===== config.mk =====
export PLATFORM = sky130hd
export DESIGN_NAME = pin_reset_defaults
export DESIGN_NICKNAME = d
export VERILOG_FILES = /design/src/pin_reset_defaults.v
export VERILOG_INCLUDE_DIRS = /design/src
export SDC_FILE = /design/constraint.sdc
export NUM_CORES = 1
export LEC_CHECK = 0
export BUFFER_PORTS_ARGS = -buffer_cell sky130_fd_sc_hd__buf_4
export CELL_PAD_IN_SITES_DETAIL_PLACEMENT = 0
export CELL_PAD_IN_SITES_GLOBAL_PLACEMENT = 1
export CORE_ASPECT_RATIO = 2
export CORE_UTILIZATION = 25
export CTS_CLUSTER_SIZE = 10
export DETAILED_ROUTE_END_ITERATION = 7
export PLACE_DENSITY = 0.79
export SETUP_SLACK_MARGIN = 0.5
export SYNTH_ARGS = -nofsm -noshare
export SYNTH_HDL_FRONTEND = slang
export SYNTH_SLANG_ARGS = --single-unit

===== constraint.sdc =====
create_clock -name MCLK -period 1.1 [get_ports MCLK]
set_clock_uncertainty 0.1 [all_clocks]
set_input_delay 0.22 -clock MCLK [delete_from_list [all_inputs] [get_ports MCLK]]
set_output_delay 0.22 -clock MCLK [all_outputs]
set_load 0.02 [all_outputs]

===== src/pin_defaults_regs.vh =====
`ifndef PIN_DEFAULTS_REGS_VH
`define PIN_DEFAULTS_REGS_VH
// Function select codes for a line (one of A..H; plain GPIO is a separate mode bit)
`define FUNC_W 3
`define FUNC_A 3'h0
`define FUNC_F 3'h5
`define FUNC_H 3'h7
// Reset values
`define PULLUP_RST_LINE0 1'b1
`define PULLUP_RST_OTHER 1'b0
`define GPIO_EN_RST 1'b0
`define CLKOUT_EN_RST 1'b1
// Line indices within port A
`define LINE_ZERO 0
`define LINE_TWENTY 20
// Stable samples needed before a two-wire input is believed
`define TW_FILT_LEN 3
`endif


===== src/pin_reset_defaults.v =====
// Functional notes
// - JTAG enabled when test clock low at release
// - Pull-ups on TCK, TMS, TDI while JTAG on
// - TCK pull-up always on during reset
// - TDO pure output, never pulled up
// - JTAG off: pins go to GPIO/peripheral mux
// - Two-wire function selected on its pins after reset
// - Two-wire pins open-drain with input spike filter
// - Independent pull-up control bit per line
// - Reset: inputs, pull-ups off except line zero
// - Line twenty defaults to function F
// - Slow RC clock out from power-up
// - Clock out off on other function/GPIO/enable zero
// - Once disabled, clock out stays disabled
// - Alt crystal output does not stop clock out
`timescale 1ns/100ps
`include "pin_defaults_regs.vh"
module pin_reset_defaults #(
  parameter NLINES = 23,
  parameter NTW = 3,
  parameter FILT_LEN = `TW_FILT_LEN
) (
  input wire MCLK,
  input wire RESETN,
  input wire POR_ACTIVE,
  input wire SLOW_RC_CLK,
  input wire TCK_PIN_IN,
  input wire [NLINES-1:0] GPIO_PULLUP_CTRL,
  input wire [NLINES-1:0] GPIO_PULLUP_WR,
  input wire [NLINES-1:0] GPIO_OE_CTRL,
  input wire [NLINES-1:0] GPIO_OE_WR,
  input wire [NLINES-1:0] GPIO_MODE_CTRL,
  input wire [NLINES-1:0] GPIO_MODE_WR,
  input wire [`FUNC_W-1:0] LINE20_FUNC_CTRL,
  input wire LINE20_FUNC_WR,
  input wire SLOW_CLOCK_OUT_ENABLE,
  input wire ALT_CRYSTAL_OUTPUT,
  input wire [NTW-1:0] TW_MODE_CTRL,
  input wire [NTW-1:0] TW_MODE_WR,
  input wire [NTW-1:0] TW_PERIPH_OUT,
  input wire [NTW-1:0] TW_PIN_IN,
  input wire JTAG_TDO,
  input wire JTAG_TDO_EN,
  output reg JTAG_ENABLED,
  output wire TCK_PULLUP,
  output wire TMS_PULLUP,
  output wire TDI_PULLUP,
  output wire TDO_PULLUP,
  output wire TDO_OUT,
  output wire TDO_OE_N,
  output wire JTAG_PINS_TO_MUX,
  output wire [NLINES-1:0] PULLUP_EN,
  output wire [NLINES-1:0] LINE_OUT_EN,
  output wire [NLINES-1:0] LINE_IS_GPIO,
  output wire [`FUNC_W-1:0] LINE20_FUNC,
  output wire SLOW_RC_CLOCK_OUT,
  output wire SLOW_CLOCK_OUT_ACTIVE,
  output wire [NTW-1:0] TW_OUT,
  output wire [NTW-1:0] TW_OE_N,
  output wire [NTW-1:0] TW_IN_FILT,
  output wire [NTW-1:0] TW_SELECTED
);
  reg tck_s1_q;
  reg tck_s2_q;
  reg rst_seen_q;
  reg [NLINES-1:0] pullup_q;
  reg [NLINES-1:0] oe_q;
  reg [NLINES-1:0] gpio_q;
  reg tdo_q;
  reg tdo_oe_n_q;
  reg [`FUNC_W-1:0] func20_q;
  reg clk_en_q;
  reg [NTW-1:0] tw_sel_q;
  wire clk_off_cond;
  integer i;
  integer j;

  // Test clock pin crosses from the board, so two stages first
  always @(posedge MCLK) begin
    tck_s1_q <= TCK_PIN_IN;
    tck_s2_q <= tck_s1_q;
  end

  // Sample on the first edge after release, then hold until next reset
  // A TCK change after release has no effect; only a new reset resamples
  always @(posedge MCLK) begin
    if (!RESETN) begin
      rst_seen_q <= 1'b1;
      JTAG_ENABLED <= 1'b0;
    end else if (rst_seen_q) begin
      rst_seen_q <= 1'b0;
      JTAG_ENABLED <= ~tck_s2_q;
    end
  end

  wire in_reset = ~RESETN | POR_ACTIVE;
  assign TCK_PULLUP = in_reset | JTAG_ENABLED;
  assign TMS_PULLUP = ~in_reset & JTAG_ENABLED;
  assign TDI_PULLUP = ~in_reset & JTAG_ENABLED;
  assign TDO_PULLUP = 1'b0;
  assign TDO_OUT = tdo_q;
  assign TDO_OE_N = tdo_oe_n_q;
  // TDO is retimed so data and enable leave the pad on the same edge;
  // the pad is released in reset so a debugger never sees a stray level
  always @(posedge MCLK) begin
    if (!RESETN) begin
      tdo_q <= 1'b0;
      tdo_oe_n_q <= 1'b1;
    end else begin
      tdo_q <= JTAG_TDO;
      tdo_oe_n_q <= ~(JTAG_ENABLED & JTAG_TDO_EN);
    end
  end
  // Mux owns JTAG pins only when debug port is off
  assign JTAG_PINS_TO_MUX = ~in_reset & ~JTAG_ENABLED;

  // Per-line pull-up, direction and GPIO mode; writes are per-bit strobes
  always @(posedge MCLK) begin
    if (!RESETN) begin
      pullup_q <= {NLINES{`PULLUP_RST_OTHER}};
      pullup_q[`LINE_ZERO] <= `PULLUP_RST_LINE0;
      oe_q <= {NLINES{1'b0}};
      gpio_q <= {NLINES{`GPIO_EN_RST}};
    end else begin
      for (i = 0; i < NLINES; i = i + 1) begin
        if (GPIO_PULLUP_WR[i]) pullup_q[i] <= GPIO_PULLUP_CTRL[i];
        if (GPIO_OE_WR[i]) oe_q[i] <= GPIO_OE_CTRL[i];
        if (GPIO_MODE_WR[i]) gpio_q[i] <= GPIO_MODE_CTRL[i];
      end
    end
  end
  assign PULLUP_EN = pullup_q;
  assign LINE_OUT_EN = oe_q;
  assign LINE_IS_GPIO = gpio_q;

  always @(posedge MCLK) begin
    if (!RESETN) begin
      func20_q <= `FUNC_F;
    end else if (LINE20_FUNC_WR) begin
      func20_q <= LINE20_FUNC_CTRL;
    end
  end
  assign LINE20_FUNC = func20_q;

  // Crystal output is deliberately not a disable term; software must do it
  assign clk_off_cond = (func20_q != `FUNC_F) | gpio_q[`LINE_TWENTY] |
                        ~SLOW_CLOCK_OUT_ENABLE;

  // Sticky off: no reset path re-arms it except the power-on event itself
  always @(posedge MCLK) begin
    if (POR_ACTIVE) begin
      clk_en_q <= `CLKOUT_EN_RST;
    end else if (RESETN && clk_off_cond) begin
      clk_en_q <= 1'b0;
    end
  end
  // Clock is gated straight to the pad so it runs before the core clock logic
  assign SLOW_CLOCK_OUT_ACTIVE = clk_en_q | POR_ACTIVE;
  assign SLOW_RC_CLOCK_OUT = SLOW_RC_CLK & SLOW_CLOCK_OUT_ACTIVE;

  // Two-wire pads come up owned by the two-wire function, not GPIO
  always @(posedge MCLK) begin
    if (!RESETN) begin
      tw_sel_q <= {NTW{1'b1}};
    end else begin
      for (j = 0; j < NTW; j = j + 1) begin
        if (TW_MODE_WR[j]) tw_sel_q[j] <= TW_MODE_CTRL[j];
      end
    end
  end
  assign TW_SELECTED = tw_sel_q;

  // Open-drain when two-wire: only ever pull low
  assign TW_OUT = tw_sel_q & {NTW{1'b0}} | ~tw_sel_q & TW_PERIPH_OUT;
  assign TW_OE_N = ~(tw_sel_q & ~TW_PERIPH_OUT | ~tw_sel_q);

  genvar g;
  generate
    for (g = 0; g < NTW; g = g + 1) begin : gen_tw
      tw_spike_filter #(.LEN(FILT_LEN)) u_filt (
        .clk(MCLK),
        .rst_n(RESETN),
        .bypass(~tw_sel_q[g]),
        .pin(TW_PIN_IN[g]),
        .filt(TW_IN_FILT[g])
      );
    end
  endgenerate
endmodule // pin_reset_defaults

// Majority-free spike filter: output follows input only after LEN stable samples
module tw_spike_filter #(
  parameter LEN = 3
) (
  input wire clk,
  input wire rst_n,
  input wire bypass,
  input wire pin,
  output wire filt
);
  reg s1_q, s2_q;
  reg [LEN-1:0] hist_q;
  reg filt_q;
  always @(posedge clk) begin
    s1_q <= pin;
    s2_q <= s1_q;
  end
  always @(posedge clk) begin
    if (!rst_n) begin
      hist_q <= {LEN{1'b1}};
      filt_q <= 1'b1;
    end else begin
      hist_q <= {hist_q[LEN-2:0], s2_q};
      if (&hist_q) filt_q <= 1'b1;
      else if (~|hist_q) filt_q <= 1'b0;
    end
  end
  // Plain pin behaviour when not in two-wire mode, only synchronised
  assign filt = bypass ? s2_q : filt_q;
endmodule // tw_spike_filter


==> Word-level counts from Yosys, hierarchy flattened <==
Cells that the tools add are included.
W data, S select, Z words.
{ "op_classes": {"n_eq_ne": 1, "n_mux": 4, "bitwise_logic": 21, "n_reduce_logical": 10} }
{ "ops": {"columns": ["op", "n"], "rows": [
  ["$not A3 Y3", 3],
  ["$reduce_and A3 Y1", 3],
  ["$reduce_or A3 Y1", 3],
  ["$and A3 B3 Y3", 2],
  ["$not A1 Y1", 6],
  ["$reduce_or A2 Y1", 3],
  ["$or A1 B1 Y1", 5],
  ["$and A1 B1 Y1", 4],
  ["$mux W1", 4],
  ["$ne A3 B3 Y1 const B", 1],
  ["$or A3 B3 Y3", 1],
  ["$logic_and A1 B1 Y1", 1]
]} }
{ "word_totals": {"regBits": 100, "output_inout_bits": 94, "wordCells": 128} }

==> Longest topological paths before layout <==
{ "logic_depth": {"word_depth": 4, "mapped_depth": 4, "depth_no_buf": 3} }

==> By module <==
From an unflattened synthesis, not the netlist that was laid out.
{ "unflattened": {"hier_cells": 308, "hier_area_um2": 3389.5} }
{ "modules_own_cells": {"columns": ["mod", "n_inst", "cells_per_inst", "area_each_um2"], "rows": [
  ["pin_reset_defaults", 1, 266, 2867.8],
  ["tw_spike_filter", 3, 14, 173.9]
]} }

==> Least setup slack after synthesis <==
No wires, ideal clock.
{ "synth_path": {"path_type": "reg-to-output", "startpoint": "register JTAG_ENABLED", "endpoint": "output port JTAG_PINS_TO_MUX", "t_arrival_ns": 1.071, "setup_slack_ns": -0.291, "stages_incl_launch_ff": 3, "n_path_buf": 0, "path_cell_list": "dfxtp_1 or3_1 inv_1"} }
{ "synth_between": {"elab_chain_len": 2} }
{ "synth_lines": {"columns": ["element", "line_no", "rtl"], "rows": [
  ["start: declaration", "pin_reset_defaults.v:44", "output reg JTAG_ENABLED,"],
  ["start signal: assignment", "pin_reset_defaults.v:92", "JTAG_ENABLED <= ~tck_s2_q;"],
  ["$not A1 Y1", "pin_reset_defaults.v:115", "assign JTAG_PINS_TO_MUX = ~in_reset & ~JTAG_ENABLED;"],
  ["$and A1 B1 Y1", "pin_reset_defaults.v:115", null],
  ["end: declaration", "pin_reset_defaults.v:51", "output wire JTAG_PINS_TO_MUX,"]
]} }
Every way passes these cells.

==> Worst setup path in the final report <==
{ "layout_path": {"startpoint": "register JTAG_ENABLED", "endpoint": "output port TCK_PULLUP"} }
{ "layout_between": {"elab_chain_len": 1} }
{ "layout_lines": {"columns": ["element", "line_no", "rtl"], "rows": [
  ["$or A1 B1 Y1", "pin_reset_defaults.v:97", "assign TCK_PULLUP = in_reset | JTAG_ENABLED;"],
  ["end: declaration", "pin_reset_defaults.v:45", "output wire TCK_PULLUP,"]
]} }
Every way passes these cells.

==> metrics <==
Skew-Pair Late Insertion Delay=0.34 ns; sequential-to-total area share from yosys stat=0.5913; xor and xnor area share after synthesis=0; Hold Crit Class=primary input to register; placed inst area=5834 sq um; Slew Viols, Final=0; Area Overhead vs Synth=98.93%; placed cells=710; Critical Path AT=1.19 ns; PD cells=1292 nW/um^2; main combinational cell family by area after synthesis=multiplexers; Hold Crit Start=TW_PIN_IN[2]; setup violators final=93; Ports=257; WHS=-0.1245 ns; Avg Cell Area, Syn=10.96 sq um; R2R Path End=JTAG_ENABLED; number of synthesized register bits=100; top cell type by total area after synthesis=dfxtp_1; Crit. End Element=output pin; Yosys top cell area share=0.5913; dpl hpwl=8425 um; Fillers=1190; Die Wd=84.29 um; CTS tree=done; cell area after layout=6735 sq um; largest net degree at the start of global routing=38; Reg area=2305 sq um; mux cell area share after synthesis=0.2317; Fmax=663.2 MHz; Final Cycle Share=1.371; vias=3175; Root Driver=clkbuf_16; routed len/inst=14.66 um; Routed Antenna Nets=0; Worst R2R Setup Slack=0.06 ns; Synth Cell Area=3386 sq um; Num CTS Buffers=9; leakage power=0.003235 uW; Post-Synth Simple-Gate Area=0.1312; max_cap viols=0; unique cell type count in the Yosys netlist=23; first-pass GRT wire length=16350 um; Routed WL=10750 um; Remaining DRCs=36; gr usage total=0.1522; run status=finished with violations; number of global-route vias before repair=3313; GR Overflow Total=0; Starting Density=0.2577; clk slew on worst S/H paths=0.07 ns; share of layout cells above drive strength 1=0.7040; Synth Area in Adders=0; failing checks=DRC, hold timing, setup timing; DIE AREA=14040 sq um; Final nets=739; Die H=166.6 um; worst-path maximum fanout=2; Worst Hold Path EP=gen_tw[2].u_filt.s1_q; initial antenna violation count=0; Cell Rows=59; diode count=0; maximum vdd drop=854.1 uV; vias per std cell=4.332; Worst setup SP type=register; Tmin final=1.508 ns; Post-Syn Nets=472; setup_tns=-7.995 ns; RePlAce Congestion=0.7930; r2r worst-path depth=5; Data required, critical path=0.78 ns; multi-input logic area=1489 sq um; router iterations before antenna repair=6; pre-CTS worst setup slack=-0.1422 ns; # H-tree levels=3; Synth Warn #=0; Hold Path Depth=1; unrepaired setup endpoints after global routing=true; drt initial violations=98; Core Area=13140 sq um; Port Buf Inserts=254; TritonCTS Sinks=100; clock buffer depth=2; Final Non-Filler Cells=733; Area contributors post-synth=dfxtp_1 (59%), mux2i_1 (22%), nor2_1 (8.2%), nand2b_1 (1.7%), and2_1 (1.1%); Slowest cell on crit path=or3_4; final hold viol count=10; Synth Instances=309; worst setup path category=register to output pin; critical-path cell list=or3_4 -> buf_4; CP max stage delay=0.35 ns; Synth Area in Compound Gates=0.01996; worst setup margin=-0.4079 ns; Critical R2R Launch=JTAG_ENABLED
-- stage by stage --
step                      power, uW    util
after floorplan                4570       -
after global placement         5392  0.4440
after detailed placement       5423  0.4440
after CTS                      8807  0.5045
after global routing           9138  0.5126
final                          8701  0.5126
-- flip-flops by register name (all words and copies together) (netlist names), 9 cells and up --
signal                flops
LINE_OUT_EN              23
PULLUP_EN                23
gen_tw.u_filt.hist_q      9
LINE_IS_GPIO             23
-- layout make-up --
type / count / area share
multi-input cells: 193 / 0.2211
inverters: 2 / 0.001858
well taps: 152 / 0.02824
flip-flops and latches: 100 / 0.3422
clock buffers: 9 / 0.03344
clock inverters: 7 / 0.01170
repair buffers: 270 / 0.3615
-- Yosys cell counts --
cell type	number
and2_1	6
nand2_1	7
a211oi_1	1
inv_2	1
dfxtp_1	100
buf_4	5
mux2i_1	75
mux2_2	3
a21boi_0	1
clkbuf_1	5
nor2b_1	3
conb_1	1
nor4bb_1	1
nand2b_1	9
a21oi_1	3
o21a_1	3
inv_1	1
buf_2	4
nand3_1	1
or3_1	1
nor2_1	74
o21ai_0	3
or2_2	1
-- kinds of logic after synthesis --
family,Yosys count
other,1
AND/OR/NAND/NOR,103
flip-flops,100
buffers and inverters,16
AO/OA/AOI/OAI,11
multiplexers,78
-- worst max-delay path by stage --
stage | endpoint | slack [ns] | from
2_1_floorplan | JTAG_PINS_TO_MUX | -0.05 | JTAG_ENABLED
3_3_place_gp | JTAG_PINS_TO_MUX | -0.13 | POR_ACTIVE
3_5_place_dp | JTAG_PINS_TO_MUX | -0.14 | POR_ACTIVE
4_1_cts | TCK_PULLUP | -0.42 | JTAG_ENABLED
5_1_grt | JTAG_PINS_TO_MUX | -0.45 | JTAG_ENABLED
6_report | TCK_PULLUP | -0.41 | JTAG_ENABLED
-- worst max-delay path, delay by kind of cell (launching register included) --
kind          cells  cell delay (ns)
simple gates      1             0.35
flops             1             0.33
buf+inv           1             0.17
-- placed cells by master, fill, tap and decap left out --
cell | netlist | layout
mux2_4 | 0 | 3
or3_4 | 0 | 1
nor2_4 | 0 | 1
o21a_1 | 3 | 3
mux2i_2 | 0 | 6
dfxtp_1 | 100 | 12
nand2_1 | 7 | 7
conb_1 | 1 | 1
a21boi_1 | 0 | 1
dfxtp_4 | 0 | 77
a21oi_1 | 3 | 3
o21ai_1 | 0 | 3
mux2i_1 | 75 | 68
mux2i_4 | 0 | 1
clkbuf_16 | 0 | 9
nor4bb_4 | 0 | 1
and2_4 | 0 | 5
buf_12 | 0 | 2
dfxtp_2 | 0 | 11
buf_4 | 5 | 166
nor2_1 | 74 | 73
inv_8 | 0 | 1
inv_6 | 0 | 4
and2_1 | 6 | 1
nor2b_4 | 0 | 3
nand3_2 | 0 | 1
or2_4 | 0 | 1
inv_4 | 0 | 2
nand2b_4 | 0 | 9
buf_6 | 0 | 102
a211oi_2 | 0 | 1
clkinv_8 | 0 | 2
-- timing repair --
action | 4_1_cts | 5_1_grt
gates resized for setup | 124 | 15
endpoints found under the setup margin | 184 | 184
hold endpoints to repair | 25 | 10
pin swaps | 2 | 7
setup buffers | 2 | 5
-- power breakdown --
group | total, uW | internal [uW] | switching [uW] | leakage, uW
logic | 1690 | 1020 | 666 | 0.00221
clock network | 3110 | 1620 | 1480 | 0.000149
registers | 3900 | 3760 | 147 | 0.000872
-- per-layer routing --
layer | wire length, um | GRT usage
met4 | 371 | 0.07046
met1 | 3270 | 0.1297
met3 | 716 | 0.03568
met5 | 0 | 0
met2 | 6386 | 0.3158
(Power assumes the default switching activity.)
